<file path="src/inc/clc_pkg.sv">
// package for the current limiter control register bank
package clc_pkg;

  // --------------------------------------------------------------------------
  // register indices and byte addresses
  // --------------------------------------------------------------------------
  // printed offset 77h is not a multiple of four, so both offsets are taken as word indices
  localparam logic [7:0] CLC_IDX_LIMITER_CONTROL = 8'h77;
  localparam logic [7:0] CLC_IDX_FAULT_CLEAR = 8'h78;
  localparam int CLC_ADDR_W = 10;
  localparam logic [CLC_ADDR_W-1:0] CLC_ADDR_LIMITER_CONTROL = {CLC_IDX_LIMITER_CONTROL, 2'b00};
  localparam logic [CLC_ADDR_W-1:0] CLC_ADDR_FAULT_CLEAR = {CLC_IDX_FAULT_CLEAR, 2'b00};

  // --------------------------------------------------------------------------
  // field positions and reset values
  // --------------------------------------------------------------------------
  localparam int CLC_FAULT_EN_BIT = 0;
  localparam int CLC_WARN_EN_BIT = 1;
  localparam int CLC_LIMIT_EN_BIT = 2;
  localparam int CLC_LEVEL_LSB = 3;
  localparam int CLC_LEVEL_MSB = 4;
  localparam int CLC_RSVD_LSB = 5;
  localparam int CLC_RSVD_MSB = 7;
  localparam int CLC_CLEAR_BIT = 7;
  localparam logic [7:0] CLC_CONTROL_RESET = 8'h00;
  localparam logic [7:0] CLC_CLEAR_RESET = 8'h00;

  // --------------------------------------------------------------------------
  // limit level codes and their percentage of over-current threshold
  // --------------------------------------------------------------------------
  localparam logic [1:0] CLC_LEVEL_80 = 2'b00;
  localparam logic [1:0] CLC_LEVEL_60 = 2'b10;
  localparam logic [1:0] CLC_LEVEL_40 = 2'b01;
  localparam logic [6:0] CLC_PCT_80 = 7'h50;
  localparam logic [6:0] CLC_PCT_60 = 7'h3C;
  localparam logic [6:0] CLC_PCT_40 = 7'h28;

  // --------------------------------------------------------------------------
  // carriers
  // --------------------------------------------------------------------------
  typedef struct packed {
    logic limiter_enable;
    logic limiter_warning_enable;
    logic limiter_fault_enable;
    logic [6:0] limit_percent;
  } clc_ctrl_type;

  typedef struct packed {
    logic sel;
    logic write;
    logic [CLC_ADDR_W-1:0] addr;
  } clc_aphase_type;

endpackage

</file>
<file path="src/clc_regs.sv">
// ahb-lite register bank for the per-cycle current limiter and fault clear
//
// The implementer's own choice: register access over AHB-Lite.
`timescale 1ns/10ps
module clc_regs
  import clc_pkg::*;
(
  input wire logic sys_clk,
  input wire logic rst_b,
  input wire logic hsel,
  input wire logic [31:0] haddr,
  input wire logic [1:0] htrans,
  input wire logic hwrite,
  input wire logic [2:0] hsize,
  input wire logic [31:0] hwdata,
  input wire logic hready,
  output logic [31:0] hrdata,
  output logic hreadyout,
  output logic hresp,
  input wire logic limit_event_raw,
  output logic limiter_enable,
  output logic [1:0] limit_level_select,
  output logic [6:0] limit_percent,
  output logic limiter_warning,
  output logic limiter_fault,
  output logic analog_fault_clear
);

  logic [7:0] control_ff;
  logic [7:0] nxt_control;
  logic [7:0] rsvd_clear_ff;
  logic clear_pulse_ff;
  clc_aphase_type aphase_ff;
  logic [31:0] rdata_ff;
  logic [31:0] nxt_rdata;
  logic addr_valid;
  logic wr_control;
  logic wr_clear;
  clc_ctrl_type ctrl;

  // -----------------------------------------------------------------------
  // address phase capture
  // -----------------------------------------------------------------------
  // only nonseq/seq transfers with hready high are real; idle and busy pass
  assign addr_valid = hsel & hready & htrans[1];

  always_ff @(posedge sys_clk or negedge rst_b) begin
    if (!rst_b) begin
      aphase_ff <= '0;
    end else if (hready) begin
      aphase_ff.sel <= addr_valid;
      aphase_ff.write <= hwrite;
      aphase_ff.addr <= haddr[CLC_ADDR_W-1:0];
    end
  end

  // the upper address bits are decoded too, so aliases read as zero
  logic upper_zero_ff;
  always_ff @(posedge sys_clk or negedge rst_b) begin
    if (!rst_b) begin
      upper_zero_ff <= 1'b0;
    end else if (hready) begin
      upper_zero_ff <= (haddr[31:CLC_ADDR_W] == '0);
    end
  end

  // -----------------------------------------------------------------------
  // write decode in the data phase
  // -----------------------------------------------------------------------
  assign wr_control = aphase_ff.sel & aphase_ff.write & upper_zero_ff &
                      (aphase_ff.addr == CLC_ADDR_LIMITER_CONTROL);
  assign wr_clear = aphase_ff.sel & aphase_ff.write & upper_zero_ff &
                    (aphase_ff.addr == CLC_ADDR_FAULT_CLEAR);

  // control register keeps all eight bits, reserved ones included
  always_comb begin
    nxt_control = control_ff;
    if (wr_control) begin
      nxt_control = hwdata[7:0];
    end
  end

  always_ff @(posedge sys_clk or negedge rst_b) begin
    if (!rst_b) begin
      control_ff <= CLC_CONTROL_RESET;
    end else begin
      control_ff <= nxt_control;
    end
  end

  // reserved low bits of the clear register are plain storage
  always_ff @(posedge sys_clk or negedge rst_b) begin
    if (!rst_b) begin
      rsvd_clear_ff <= CLC_CLEAR_RESET;
    end else if (wr_clear) begin
      rsvd_clear_ff <= {1'b0, hwdata[CLC_CLEAR_BIT-1:0]};
    end
  end

  // clear strobe: high for one cycle after a write with bit 7 set
  always_ff @(posedge sys_clk or negedge rst_b) begin
    if (!rst_b) begin
      clear_pulse_ff <= 1'b0;
    end else begin
      clear_pulse_ff <= wr_clear & hwdata[CLC_CLEAR_BIT];
    end
  end

  // -----------------------------------------------------------------------
  // read path, registered so hrdata comes from flip-flops
  // -----------------------------------------------------------------------
  // read data is fetched in the address phase and shown one cycle later
  always_comb begin
    nxt_rdata = 32'h0000_0000;
    if (addr_valid & ~hwrite & (haddr[31:CLC_ADDR_W] == '0)) begin
      if (haddr[CLC_ADDR_W-1:0] == CLC_ADDR_LIMITER_CONTROL) begin
        nxt_rdata = {24'h00_0000, nxt_control};
      end else if (haddr[CLC_ADDR_W-1:0] == CLC_ADDR_FAULT_CLEAR) begin
        nxt_rdata = {24'h00_0000, rsvd_clear_ff}; // bit 7 always reads zero
      end
    end
  end

  always_ff @(posedge sys_clk or negedge rst_b) begin
    if (!rst_b) begin
      rdata_ff <= 32'h0000_0000;
    end else if (hready) begin
      rdata_ff <= nxt_rdata;
    end
  end

  // zero wait states, always okay; unmapped words read zero, writes dropped
  assign hrdata = rdata_ff;
  assign hreadyout = 1'b1;
  assign hresp = 1'b0;

  // -----------------------------------------------------------------------
  // control fields to the output stage
  // -----------------------------------------------------------------------
  assign limiter_enable = control_ff[CLC_LIMIT_EN_BIT];
  assign limit_level_select = control_ff[CLC_LEVEL_MSB:CLC_LEVEL_LSB];
  assign analog_fault_clear = clear_pulse_ff;

  clc_level_decode u_level (
    .level_code(limit_level_select),
    .limit_percent(limit_percent)
  );

  assign ctrl.limiter_enable = control_ff[CLC_LIMIT_EN_BIT];
  assign ctrl.limiter_warning_enable = control_ff[CLC_WARN_EN_BIT];
  assign ctrl.limiter_fault_enable = control_ff[CLC_FAULT_EN_BIT];
  assign ctrl.limit_percent = limit_percent;

  // -----------------------------------------------------------------------
  // event gating toward warning and fault reporting
  // -----------------------------------------------------------------------
  clc_event_gate u_gate (
    .sys_clk(sys_clk),
    .rst_b(rst_b),
    .limit_event_raw(limit_event_raw),
    .ctrl(ctrl),
    .limiter_warning(limiter_warning),
    .limiter_fault(limiter_fault)
  );

endmodule

</file>
<file path="src/clc_level_decode.sv">
// decodes the limit level field into a percentage of over-current threshold
`timescale 1ns/10ps
module clc_level_decode
  import clc_pkg::*;
(
  input wire logic [1:0] level_code,
  output logic [6:0] limit_percent
);

  // code 11 is undefined; it falls back to the strongest 80 percent setting
  always_comb begin
    unique case (level_code)
      CLC_LEVEL_60: limit_percent = CLC_PCT_60;
      CLC_LEVEL_40: limit_percent = CLC_PCT_40;
      default: limit_percent = CLC_PCT_80;
    endcase
  end

endmodule

</file>
<file path="src/clc_event_gate.sv">
// gates raw limiter events from the output stage into warning and fault levels
`timescale 1ns/10ps
module clc_event_gate
  import clc_pkg::*;
(
  input wire logic sys_clk,
  input wire logic rst_b,
  input wire logic limit_event_raw,
  input wire clc_pkg::clc_ctrl_type ctrl,
  output logic limiter_warning,
  output logic limiter_fault
);

  logic sync1_ff;
  logic sync2_ff;
  logic warn_ff;
  logic fault_ff;

  // -----------------------------------------------------------------------
  // synchroniser: the analog event is asynchronous to sys_clk
  // -----------------------------------------------------------------------
  always_ff @(posedge sys_clk or negedge rst_b) begin
    if (!rst_b) begin
      sync1_ff <= 1'b0;
      sync2_ff <= 1'b0;
    end else begin
      sync1_ff <= limit_event_raw;
      sync2_ff <= sync1_ff;
    end
  end

  // warning follows the event only when limiting and warning are enabled
  always_ff @(posedge sys_clk or negedge rst_b) begin
    if (!rst_b) begin
      warn_ff <= 1'b0;
    end else begin
      warn_ff <= sync2_ff & ctrl.limiter_enable & ctrl.limiter_warning_enable;
    end
  end

  // fault follows the event only when limiting and fault are enabled
  always_ff @(posedge sys_clk or negedge rst_b) begin
    if (!rst_b) begin
      fault_ff <= 1'b0;
    end else begin
      fault_ff <= sync2_ff & ctrl.limiter_enable & ctrl.limiter_fault_enable;
    end
  end

  assign limiter_warning = warn_ff;
  assign limiter_fault = fault_ff;

endmodule

</file>
<file path="config.mk">
export PLATFORM = sky130hd
export DESIGN_NAME = clc_regs
export DESIGN_NICKNAME = d
export VERILOG_FILES = /design/src/inc/clc_pkg.sv /design/src/clc_regs.sv /design/src/clc_level_decode.sv /design/src/clc_event_gate.sv
export SDC_FILE = /design/constraint.sdc
export NUM_CORES = 1
export LEC_CHECK = 0
export BUFFER_PORTS_ARGS = -buffer_cell sky130_fd_sc_hd__buf_2
export CAP_MARGIN = 10
export CORE_ASPECT_RATIO = 0.8
export CORE_UTILIZATION = 47
export CTS_CLUSTER_SIZE = 8
export DETAILED_ROUTE_END_ITERATION = 10
export PLACE_DENSITY = 0.83
export SETUP_SLACK_MARGIN = 0.05
export SYNTH_ARGS = -nofsm -noshare
export SYNTH_HDL_FRONTEND = slang
export SYNTH_HIERARCHICAL = 1
export SYNTH_SLANG_ARGS = --single-unit
</file>
<file path="constraint.sdc">
create_clock -name sys_clk -period 3.7 [get_ports sys_clk]
set_input_delay 0.37 -clock sys_clk [delete_from_list [all_inputs] [get_ports sys_clk]]
set_output_delay 0.37 -clock sys_clk [all_outputs]
set_load 0.02 [all_outputs]
</file>
==> Word-level counts from Yosys, hierarchy flattened <==
Index checks and enable logic that the tools add are counted.
{ "classes": {"eq_ne": 6, "mux": 5, "bitwise": 13, "reduce_logical": 1} }
{ "ops": {"columns": ["op", "n"], "rows": [
  ["2-to-1 mux 32 bit", 2],
  ["equality test 10 x 9 -> 1 bit (second input constant)", 4],
  ["zero test 22 bit", 1],
  ["one-hot mux 7 bit (2 select lines)", 1],
  ["AND 1 bit", 12],
  ["2-to-1 mux 8 bit", 1],
  ["2-to-1 mux 7 bit", 1],
  ["equality test 2 x 1 -> 1 bit (second input constant)", 1],
  ["equality test 2 bit (second input constant)", 1],
  ["NOT 1 bit", 1]
]} }
{ "word_totals": {"ff_bits": 65, "in_bits": 75, "out_inout_bits": 47} }

==> Depth between registers and ports, before layout <==
Gate-level depths: netlist (run 1).
{ "depth": {"word_depth": 6, "depth_mapped": 4, "depth_no_buf": 4} }

==> Modules after synthesis <==
Netlist (run 1), hierarchy kept.
{ "by_module_without_submodules": {"columns": ["module", "instances", "cells_each", "area_per_inst_um2", "seq_area_each_um2"], "rows": [
  ["clc_regs", 1, 156, 1876.8, 925.9],
  ["clc_event_gate", 1, 6, 112.6, 100.1],
  ["clc_level_decode", 1, 10, 66.3, 0.0]
]} }

==> Worst setup path before layout (run 1) <==
No wires, ideal clock.
{ "synth_path": {"path_kind": "register to output", "from": "register control_ff[3]", "to": "output port limit_percent[5]", "arrival_ns": 1.156, "slack_ns": 2.174, "path_stages_with_launch": 5, "n_path_buf": 1, "path_cell_list": "dfrtp_1 inv_1 ha_1 inv_1 buf_4"} }
{ "synth_via": {"elab_chain_len": 2, "elab_cells_between_ends": 3, "classes_between": "2 x eq/ne; 1 x mux"} }
{ "synth_lines": {"columns": ["item", "line_no", "rtl"], "rows": [
  ["start: declaration", "clc_regs.sv:29", "logic [7:0] control_ff;"],
  ["start signal: assignment", "clc_regs.sv:87", "control_ff <= nxt_control;"],
  ["equality test 2 x 1 -> 1 bit / equality test 2 bit (equally long branches)", "clc_level_decode.sv:12", "unique case (level_code)"],
  ["one-hot mux 7 bit (2 select lines) *", "clc_level_decode.sv:12", null],
  ["end: declaration", "clc_regs.sv:23", "output logic [6:0] limit_percent,"]
]} }
Every way passes the cells marked *; elsewhere a longest branch is shown, timed or not.

==> Worst setup path after layout (run 1) <==
{ "layout_path": {"from": "register aphase_ff[3] (netlist name)", "to": "register rsvd_clear_ff[1]"} }
{ "layout_via": {"elab_chain_len": 2} }
{ "layout_lines": {"columns": ["item", "line_no", "rtl"], "rows": [
  ["start: declaration", "clc_regs.sv:33", "clc_aphase_type aphase_ff;"],
  ["equality test 10 x 9 -> 1 bit", "clc_regs.sv:73", "(aphase_ff.addr == CLC_ADDR_FAULT_CLEAR);"],
  ["AND 1 bit", "clc_regs.sv:72", "assign wr_clear = aphase_ff.sel & aphase_ff.write & upper_zero_ff &"],
  ["end signal: assignment", "clc_regs.sv:96", "rsvd_clear_ff <= {1'b0, hwdata[CLC_CLEAR_BIT-1:0]};"],
  ["end: declaration", "clc_regs.sv:31", "logic [7:0] rsvd_clear_ff;"]
]} }
No other way between the ends.
A chain may end at the register's enable or synchronous reset.

==> flow_metrics.env, run 1 <==
export IMPL_route_detailed_drc=0
export IMPL_drt_met1_wl_um=1640
export IMPL_mostFrequentLayoutCell="buf_2"
export IMPL_tightest_slew_ps=869
export IMPL_ys_types=32
export IMPL_holdWs_ps=174
export IMPL_crit_family="simple AND/OR/NAND/NOR gates"
export IMPL_grt_usage=0.179
export IMPL_grt_pass1_wl_um=6210
export IMPL_vias=1380
export IMPL_syn_avg_cell_area_um2=12.0
export IMPL_critPathKind="reg2reg"
export IMPL_highest_layer="met4"
export IMPL_peakVddDrop_v=0.000226
export IMPL_ys_top_cells_by_area="dfrtp_1 50%, buf_4 11%, mux2_2 9.9%, inv_1 4.2%, mux2i_1 3.9%"
export IMPL_powerDensity_nw_per_um2=370
export IMPL_clockRootBuffer="clkbuf_8"
export IMPL_instances_no_fill=294
export IMPL_cts_resized=0
export IMPL_htreeDepth=2
export IMPL_drt_total_wl_um=3650
export IMPL_endpoint_kind="flop"
export IMPL_tns_ps=0
export IMPL_grt_overflow=0
export IMPL_netlist_area_leader_share=0.499
export IMPL_routed_wl_met3_um=182
export IMPL_routed_via_density=4.69
export IMPL_core_area_um2=4180
export IMPL_skew_ps=5.17
export IMPL_critPathBufInv=0
export IMPL_area_growth_pct=16.4
export IMPL_grt_max_degree=42
export IMPL_max_stage_delay_ps=490
export IMPL_cts_hold_repair_buffers=0
export IMPL_grt_pass1_vias=1337
export IMPL_hold_viol=0
export IMPL_cp_start_kind="flop"
export IMPL_finalCritPeriodShare=0.484
export IMPL_wl_per_cell_um=12.4
export IMPL_nets=313
export IMPL_yosysWarnings=6
export IMPL_period_needed_ps=1790
export IMPL_numPortBuffers=65
export IMPL_cp_arrival_ps=1970
export IMPL_synth_top_area_cell="dfrtp_1"
export IMPL_hpwlAfterDp_um=2730
export IMPL_fp_dieW_um=75.9
export IMPL_finalSetupViolations=0
export IMPL_die_h_um=61.2
export IMPL_place_inst=286
export IMPL_clock_sinks=41
export IMPL_slew_headroom=0.421
export IMPL_synth_seq_cells=41
export IMPL_gp_congestion=0.690
export IMPL_synthCells=172
export IMPL_antennaDiodeCount=0
export IMPL_cts_setup_buffers=0
export IMPL_antenna_found_initial=0
export IMPL_ant_nets=0
export IMPL_slowest_stage="nand4_1"
export IMPL_drive_gt1_frac=0.422
export IMPL_status="finished, final reports clean"
export IMPL_crit_fanout=8
export IMPL_maxCapViolCount=0
export IMPL_initial_core_util=0.492
export IMPL_drv_slew=0
export IMPL_cp_cell_sequence="nor4b_1 -> nand4_1 -> mux2_2"
export IMPL_fmax_mhz=558
export IMPL_required_ps=3880
export IMPL_dieArea_um2=4640
export IMPL_route_met2_wl_um=1770
export IMPL_final_cell_mix="65 x buf_2, 41 x dfrtp_1, 28 x conb_1"
export IMPL_power_uw=885
export IMPL_fp_row_count=21
export IMPL_leakage_uw=0.00136
export IMPL_cts_max_path_buffers=2
export IMPL_holdCritPathClass="in2reg"
export IMPL_rsz0062_at_grt="false"
export IMPL_reg2reg_slack_ps=1910
export IMPL_clock_latency_ps=300
export IMPL_cts_tree="done"
export IMPL_final_util=0.573
export IMPL_first_pass_iters=4
export IMPL_ys_seq_area_frac=0.499
export IMPL_pin_count=122
export IMPL_clkTransAtPathRegs_ps=80
export IMPL_initialDrtViolationCount=38
export IMPL_syn_cell_area_um2=2060
export IMPL_cts_buffers=5
## through the flow
| step | setup slack [ps] | instance area, µm² |
|---|---|---|
| 6_report | 1910 | 2390 |
| 5_1_grt | 1800 | 2390 |
| 4_1_cts | 1870 | 2390 |
| 3_5_place_dp | 1840 | 2310 |
| 3_3_place_gp | 1890 | 2310 |
| 2_1_floorplan | 2170 | 2150 |
## logic make-up after synthesis
| logic type | share of synthesized area |
|---|---|
| AND/OR/NAND/NOR | 0.149 |
| AO/OA/AOI/OAI | 0.0377 |
| flip-flops | 0.499 |
| buffers and inverters | 0.159 |
| adder cells (fa/ha/maj) | 0.0122 |
| other | 0.00548 |
| multiplexers | 0.138 |
## worst register-to-register path, cell delays in order (launching register included)
cell and delay (ps):
dfrtp_1 410, nor4b_1 330, nand4_1 490, mux2_2 460
## registers in the layout (all words and copies together) (netlist names)
| name | flops |
|---|---|
| hrdata | 8 |
| control_ff | 8 |
| aphase_ff | 12 |
| upper_zero_ff | 1 |
| rsvd_clear_ff | 7 |
| u_gate/sync2_ff | 1 |
| u_gate/limiter_fault | 1 |
| u_gate/sync1_ff | 1 |
| u_gate/limiter_warning | 1 |
| analog_fault_clear | 1 |
## routing by layer
metal  track usage  up-vias
met5             0        -
met4        0.0742        0
met3        0.0489        7
met2         0.308       43
met1         0.222      676
li1              -      654
## path summary, 6_finish.rpt
kind                                  from  cells after the start                      to
max                           aphase_ff[3]                      3        rsvd_clear_ff[1]
min                        limit_event_raw                      1         u_gate/sync1_ff
max reg2reg                   aphase_ff[3]                      3        rsvd_clear_ff[1]
min reg2reg                u_gate/sync1_ff                      0         u_gate/sync2_ff
max in group asynchronous            rst_b                      1           aphase_ff[10]
min in group asynchronous            rst_b                      1  u_gate/limiter_warning
## Yosys cell counts, drive strengths merged
cell type,count
and3,3
and4,1
and4b,3
and4bb,1
buf,32
clkbuf,1
conb,3
dfrtp,41
ha,2
inv,23
mux2,18
mux2i,8
nand2,1
nand2b,7
nand3,1
nand4,4
nand4b,1
nor2,3
nor3,1
nor3b,1
nor4,2
nor4b,3
o21ai,2
o221ai,7
o22ai,1
or4,2
## where the power goes
| group | internal, µW | switching (µW) | total [µW] |
|---|---|---|---|
| registers | 471 | 12.5 | 483 |
| logic | 45.9 | 71.9 | 118 |
| clock network | 130 | 154 | 284 |
## area by class of cell
cell class / instances / area [µm²]
multi-input combinational: 100 / 797
sequential: 41 / 1030
timing repair buffer: 65 / 325
tap: 57 / 71.3
fill: 400 / 1790
clock inverter: 3 / 17.5
inverter: 23 / 86.3
clock buffer: 5 / 68.8
Note: power is estimated with default switching activity, not from simulation.
==> run 2, diff against run 1 <==
Settings changed: ABC_AREA set to 1, CORE_UTILIZATION 47 to 44, PLACE_DENSITY 0.83 to 0.77.
Clock period 3.7 ns to 1.8 ns, I/O delays scaled along.
==> run 2 against run 1 <==
  * Total power increased by 96%
  * Sequential share of layout area decreased by 2.6 points
  * Largest cell class unchanged
  * Sequential cell count unchanged
  * Critical path type is now reg2out
==> flow_metrics.env, run 2 <==
export IMPL_gp_congestion=0.814
export IMPL_cts_tree="done"
export IMPL_pin_count=122
export IMPL_netSwitchingPower_uw=446
export IMPL_cp_cell_sequence="inv_1 -> ha_1 -> inv_1 -> buf_2"
export IMPL_ys_seq_area_frac=0.468
export IMPL_ys_top_cells_by_area="dfrtp_1 47%, nand2_1 13%, buf_4 11%, nand3_1 5.7%, inv_1 5.5%"
export IMPL_crit_fanout=4
export IMPL_antenna_found_initial=0
export IMPL_yosys_most_used_dff="dfrtp_1"
export IMPL_grt_overflow=0
export IMPL_powerDensity_nw_per_um2=680
export IMPL_finalSetupViolations=0
export IMPL_grt_pass1_wl_um=7210
export IMPL_grt_max_degree=42
export IMPL_fmax_mhz=694
export IMPL_leakage_uw=0.00150
export IMPL_initialDrtViolationCount=99
export IMPL_netSwitchingFraction=0.258
export IMPL_yosysMostFrequentCell="nand2_1"
export IMPL_rsz0062_at_grt="false"
export IMPL_finalCritPeriodShare=0.800
export IMPL_drv_slew=0
export IMPL_worst_path_most_repeated_cell="inv_1"
export IMPL_synth_edf_count=0
export IMPL_drt_total_wl_um=4220
export IMPL_synthCells=273
export IMPL_min_path_cells=3
export IMPL_yosysWarnings=6
export IMPL_hold_viol=0
export IMPL_hpwlAfterDp_um=3210
export IMPL_htreeDepth=2
export IMPL_clkTransAtPathRegs_ps=70
export IMPL_power_frac_comb=0.117
export IMPL_area_growth_pct=15.9
export IMPL_slowest_stage="dfrtp_1"
export IMPL_cp_arrival_ps=1260
export IMPL_fp_row_count=22
export IMPL_holdCritPathClass="in2reg"
export IMPL_clock_latency_ps=290
export IMPL_intPower_uw=1280
export IMPL_cp_start_kind="flop"
export IMPL_mostFrequentLayoutCell="nand2_1"
export IMPL_power_share_clock=0.329
export IMPL_synth_seq_cells=41
export IMPL_required_ps=1620
export IMPL_core_area_um2=4680
export IMPL_max_stage_delay_ps=400
export IMPL_r2r_cells=9
export IMPL_synth_top_area_cell="dfrtp_1"
export IMPL_nets=415
export IMPL_critPathKind="reg2out"
export IMPL_die_h_um=65.2
export IMPL_final_cell_mix="78 x nand2_1, 65 x buf_2, 41 x dfrtp_1"
export IMPL_initial_core_util=0.469
export IMPL_synth_commonest_cells="78 x nand2_1, 41 x dfrtp_1, 32 x buf_4, 32 x inv_1, 25 x nand3_1"
export IMPL_async_reset_ff_frac=1.00
export IMPL_routed_via_density=4.38
export IMPL_endpoint_kind="output port"
export IMPL_grt_usage=0.180
export IMPL_clock_sinks=41
export IMPL_vias=1748
export IMPL_tns_ps=0
export IMPL_ys_types=25
export IMPL_cts_setup_buffers=0
export IMPL_clockRootBuffer="clkbuf_8"
export IMPL_maxCapViolCount=0
export IMPL_fp_dieW_um=81.0
export IMPL_ant_nets=0
export IMPL_seq_power_share=0.554
export IMPL_cts_max_path_buffers=2
export IMPL_holdWs_ps=102
export IMPL_drive_gt1_frac=0.242
export IMPL_period_needed_ps=1440
export IMPL_route_detailed_drc=0
export IMPL_wl_per_cell_um=10.6
export IMPL_syn_cell_area_um2=2190
export IMPL_cts_buffers=5
export IMPL_syn_avg_cell_area_um2=8.04
export IMPL_status="finished, final reports clean"
export IMPL_netlist_area_leader_share=0.468
export IMPL_numPortBuffers=65
export IMPL_antennaDiodeCount=0
export IMPL_grt_pass1_vias=1692
export IMPL_largest_register_ff_count=12
export IMPL_skew_ps=7.38
export IMPL_largest_register="aphase_ff"
export IMPL_dieArea_um2=5280
export IMPL_peakVddDrop_v=0.000276
export IMPL_first_pass_iters=4
[run 2: cell types whose count changed in the layout (fill, tap and decap cells not counted), sizes merged, moves of 8 or more]
cell / previous run / this run
nor2: 3 / 23
nand3: 1 / 25
o21ai: 2 / 17
inv: 23 / 33
mux2: 18 / 0
nand2: 1 / 81
mux2i: 8 / 0
[run 2: worst paths after layout]
check | end | start | slack (ps)
setup reg to reg | hrdata[0] | aphase_ff[5] | 390
hold / removal | aphase_ff[6] | haddr[6] | 100
hold reg to reg | u_gate/sync2_ff | u_gate/sync1_ff | 350
setup / recovery | limit_percent[5] | control_ff[3] | 360
min in group asynchronous | aphase_ff[4] | rst_b | 470
max in group asynchronous | hrdata[5] | rst_b | 980
[run 2: power by group through the flow]
stage | Clock (µW) | Sequential (µW) | Combinational (µW)
6_report | 570 | 959 | 202
3_5_place_dp | 0 | 976 | 200
4_1_cts | 581 | 959 | 204
3_3_place_gp | 0 | 975 | 198
5_1_grt | 624 | 962 | 231
2_1_floorplan | 0 | 973 | 164
[run 2: cells by family after synthesis]
logic type | Yosys count | share of synthesized area
flip-flops | 41 | 0.468
buffers and inverters | 68 | 0.172
AND/OR/NAND/NOR | 142 | 0.304
adder cells (fa/ha/maj) | 2 | 0.0114
other | 3 | 0.00513
AO/OA/AOI/OAI | 17 | 0.0405
[run 2: through the flow]
stage                     power, µW  cells  cell area [µm²]   util  worst slack (ps)
after floorplan                1140    298             2290      -               463
after global placement         1170    389             2440  0.522               441
after detailed placement       1180    389             2440  0.522               414
after CTS                      1740    399             2540  0.544               344
after global routing           1820    399             2540  0.544               232
final                          1730    399             2540  0.544               360
[run 2: cell type report]
type	count	area, µm²
Multi-Input combinational cell	189	886
Clock buffer	8	80.1
Fill cell	469	2140
Sequential cell	41	1030
Timing Repair Buffer	68	353
Inverter	33	124
Tap cell	60	75.1
[run 2: critical path, delay by kind of cell (launching register included)]
kind	cells	cell delay [ps]
buf+inv	3	270
fa+ha+maj	1	300
flops	1	400
[run 2: repair_timing]
action / CTS / global route
hold endpoints to repair: 42 / 0
gates resized for setup: 0 / 0
hold buffers: 2 / 0
[run 2: routing by layer]
| layer | vias to the layer above | track usage | share of wire |
|---|---|---|---|
| met3 | 7 | 0.0486 | 0.058 |
| li1 | 905 | - | - |
| met1 | 789 | 0.226 | 0.46 |
| met2 | 47 | 0.297 | 0.47 |
| met5 | - | 0 | 0 |
| met4 | 0 | 0.0670 | 0.016 |
==> run 3, diff against run 2 <==
Clock period 1.8 ns to 1.4 ns, I/O delays scaled along.
==> run 3 against run 2 <==
  * Critical path depth up 5
  * Wire length up 17%
  * First-iteration DRC count up 14%
  * Cell area up 9.8%
  * Final cell count up 3.3%
  * Sequential share of layout area down 3.6 points
  * Non-clock buffer count up 10
  * Sequential power up 29%
  * Highest routed layer unchanged
==> flow_metrics.env, run 3 (same netlist as run 2, synthesis figures left out) <==
export IMPL_maxCapViolCount=0
export IMPL_hold_path_end="aphase_ff[6]"
export IMPL_vias=1900
export IMPL_area_growth_pct=27.3
export IMPL_fmax_mhz=723
export IMPL_final_util=0.597
export IMPL_largest_register_ff_count=12
export IMPL_r2r_cells=9
export IMPL_cp_arrival_ps=1620
export IMPL_largest_register="aphase_ff"
export IMPL_grt_usage=0.196
export IMPL_drt_total_wl_um=4930
export IMPL_die_h_um=65.2
export IMPL_leakage_uw=0.00158
export IMPL_htreeDepth=2
export IMPL_min_path_cells=3
export IMPL_first_pass_iters=4
export IMPL_reg2reg_slack_ps=20
export IMPL_routed_wl_met3_um=277
export IMPL_fin_ws_ps=16.1
export IMPL_route_met2_wl_um=2500
export IMPL_cts_buffers=5
export IMPL_routed_via_density=4.61
export IMPL_clockRootBuffer="clkbuf_8"
export IMPL_numPortBuffers=65
export IMPL_cts_max_path_buffers=2
export IMPL_grt_overflow=0
export IMPL_dpl_cell_area_um2=2460
export IMPL_grt_pass1_wl_um=7690
export IMPL_pin_count=122
export IMPL_finalSetupViolations=0
export IMPL_initial_core_util=0.469
export IMPL_mostFrequentLayoutCell="nand2_1"
export IMPL_drv_slew=0
export IMPL_powerDensity_nw_per_um2=819
export IMPL_hpwlAfterDp_um=3260
export IMPL_grt_pass1_vias=1772
export IMPL_slew_headroom=0.665
export IMPL_period_needed_ps=1380
export IMPL_antenna_found_initial=0
export IMPL_nets=428
export IMPL_clock_sinks=41
export IMPL_peakVddDrop_v=0.000481
export IMPL_highest_layer="met4"
export IMPL_core_area_um2=4680
export IMPL_route_detailed_drc=0
export IMPL_drive_gt1_frac=0.349
export IMPL_finalCritPeriodShare=0.988
export IMPL_fillers=445
export IMPL_cts_tree="done"
export IMPL_critPathKind="reg2reg"
export IMPL_clkTransAtPathRegs_ps=80
export IMPL_hold_viol=0
export IMPL_skew_ps=4.21
export IMPL_grt_max_degree=42
export IMPL_clock_latency_ps=300
export IMPL_hp_start="haddr[6]"
export IMPL_power_uw=2290
export IMPL_final_cell_mix="65 x nand2_1, 62 x buf_2, 41 x dfrtp_1"
export IMPL_antennaDiodeCount=0
export IMPL_gp_congestion=0.809
export IMPL_r2r_end="hrdata[3]"
export IMPL_dieArea_um2=5280
export IMPL_wl_per_cell_um=12.0
export IMPL_required_ps=1640
export IMPL_fp_row_count=22
export IMPL_drt_met1_wl_um=2050
export IMPL_ant_nets=0
export IMPL_tightest_slew_ps=502
export IMPL_design_area_um2=2790
export IMPL_instances_no_fill=412
export IMPL_r2r_start="aphase_ff[5]"
export IMPL_holdCritPathClass="in2reg"
export IMPL_rsz0062_at_grt="true"
export IMPL_place_inst=391
export IMPL_fp_dieW_um=81.0
export IMPL_cp_start_kind="flop"
export IMPL_initialDrtViolationCount=113
export IMPL_post_place_ws_ps=13.5
export IMPL_crit_fanout=5
export IMPL_status="finished, final reports clean"
export IMPL_endpoint_kind="flop"
-- run 3: cell types whose count changed in the layout (fill, tap and decap cells not counted), moves of 3 or more --
cell     change
inv_1        -4
nand3_1      -5
nand2_2     +11
buf_4        +9
buf_6        +3
inv_2        +3
buf_2        -3
nand2_1     -13
nand3_2      +4
-- run 3: worst max-delay path by stage --
stage | end | startpoint
after floorplan | limit_percent[5] | control_ff[3]
after global placement | hrdata[0] | aphase_ff[11]
after detailed placement | hrdata[4] | aphase_ff[11]
after CTS | limit_percent[5] | control_ff[4]
after global routing | hrdata[3] | aphase_ff[5]
final | hrdata[3] | aphase_ff[5]
-- run 3: routing by layer --
metal	global-route usage	vias to the layer above
met4	0.0826	0
met1	0.235	880
li1	-	942
met3	0.0694	9
met5	0	-
met2	0.317	69
-- run 3: timing repair --
| action | CTS | global route |
|---|---|---|
| setup endpoints to repair | 10 | 18 |
| buffers inserted | 3 | 5 |
| gates resized for setup | 2 | 37 |
| cloned | 2 | 1 |
| hold endpoints to repair | 42 | 0 |
| pin swaps | 2 | 19 |
| hold buffers | 2 | 0 |
-- run 3: area by class of cell --
type                       instances  area, µm²  area share
clock buffer                       6       72.6      0.0260
tap                               60       75.1      0.0269
sequential                        41       1030       0.367
inverter                          33        126      0.0453
multi-input combinational        192       1020       0.366
clock inverter                     2       10.0     0.00358
timing repair buffer              78        459       0.164
-- run 3: per-stage QoR --
stage	setup TNS (ps)	hold slack (ps)
global placement	0	232
detailed placement	0	229
global route	-322	37.7
CTS	0	44.6
finish	0	48.7
floorplan	0	-156
-- run 3: critical path: stages (launching register included) --
cell	delay, ps
dfrtp_1	400
nor2_2	110
nand2_2	110
nor2_4	210
nand2_4	120
nand2_2	100
nand3_2	70
nand2_2	100
nand2_2	50
nand2_1	70
-- run 3: report_power, final --
group	leakage [µW]	internal, µW	switching [µW]
combinational	0.00103	103	200
sequential	0.000506	1220	20.7
clock	0.0000450	345	400
total	0.00158	1670	621
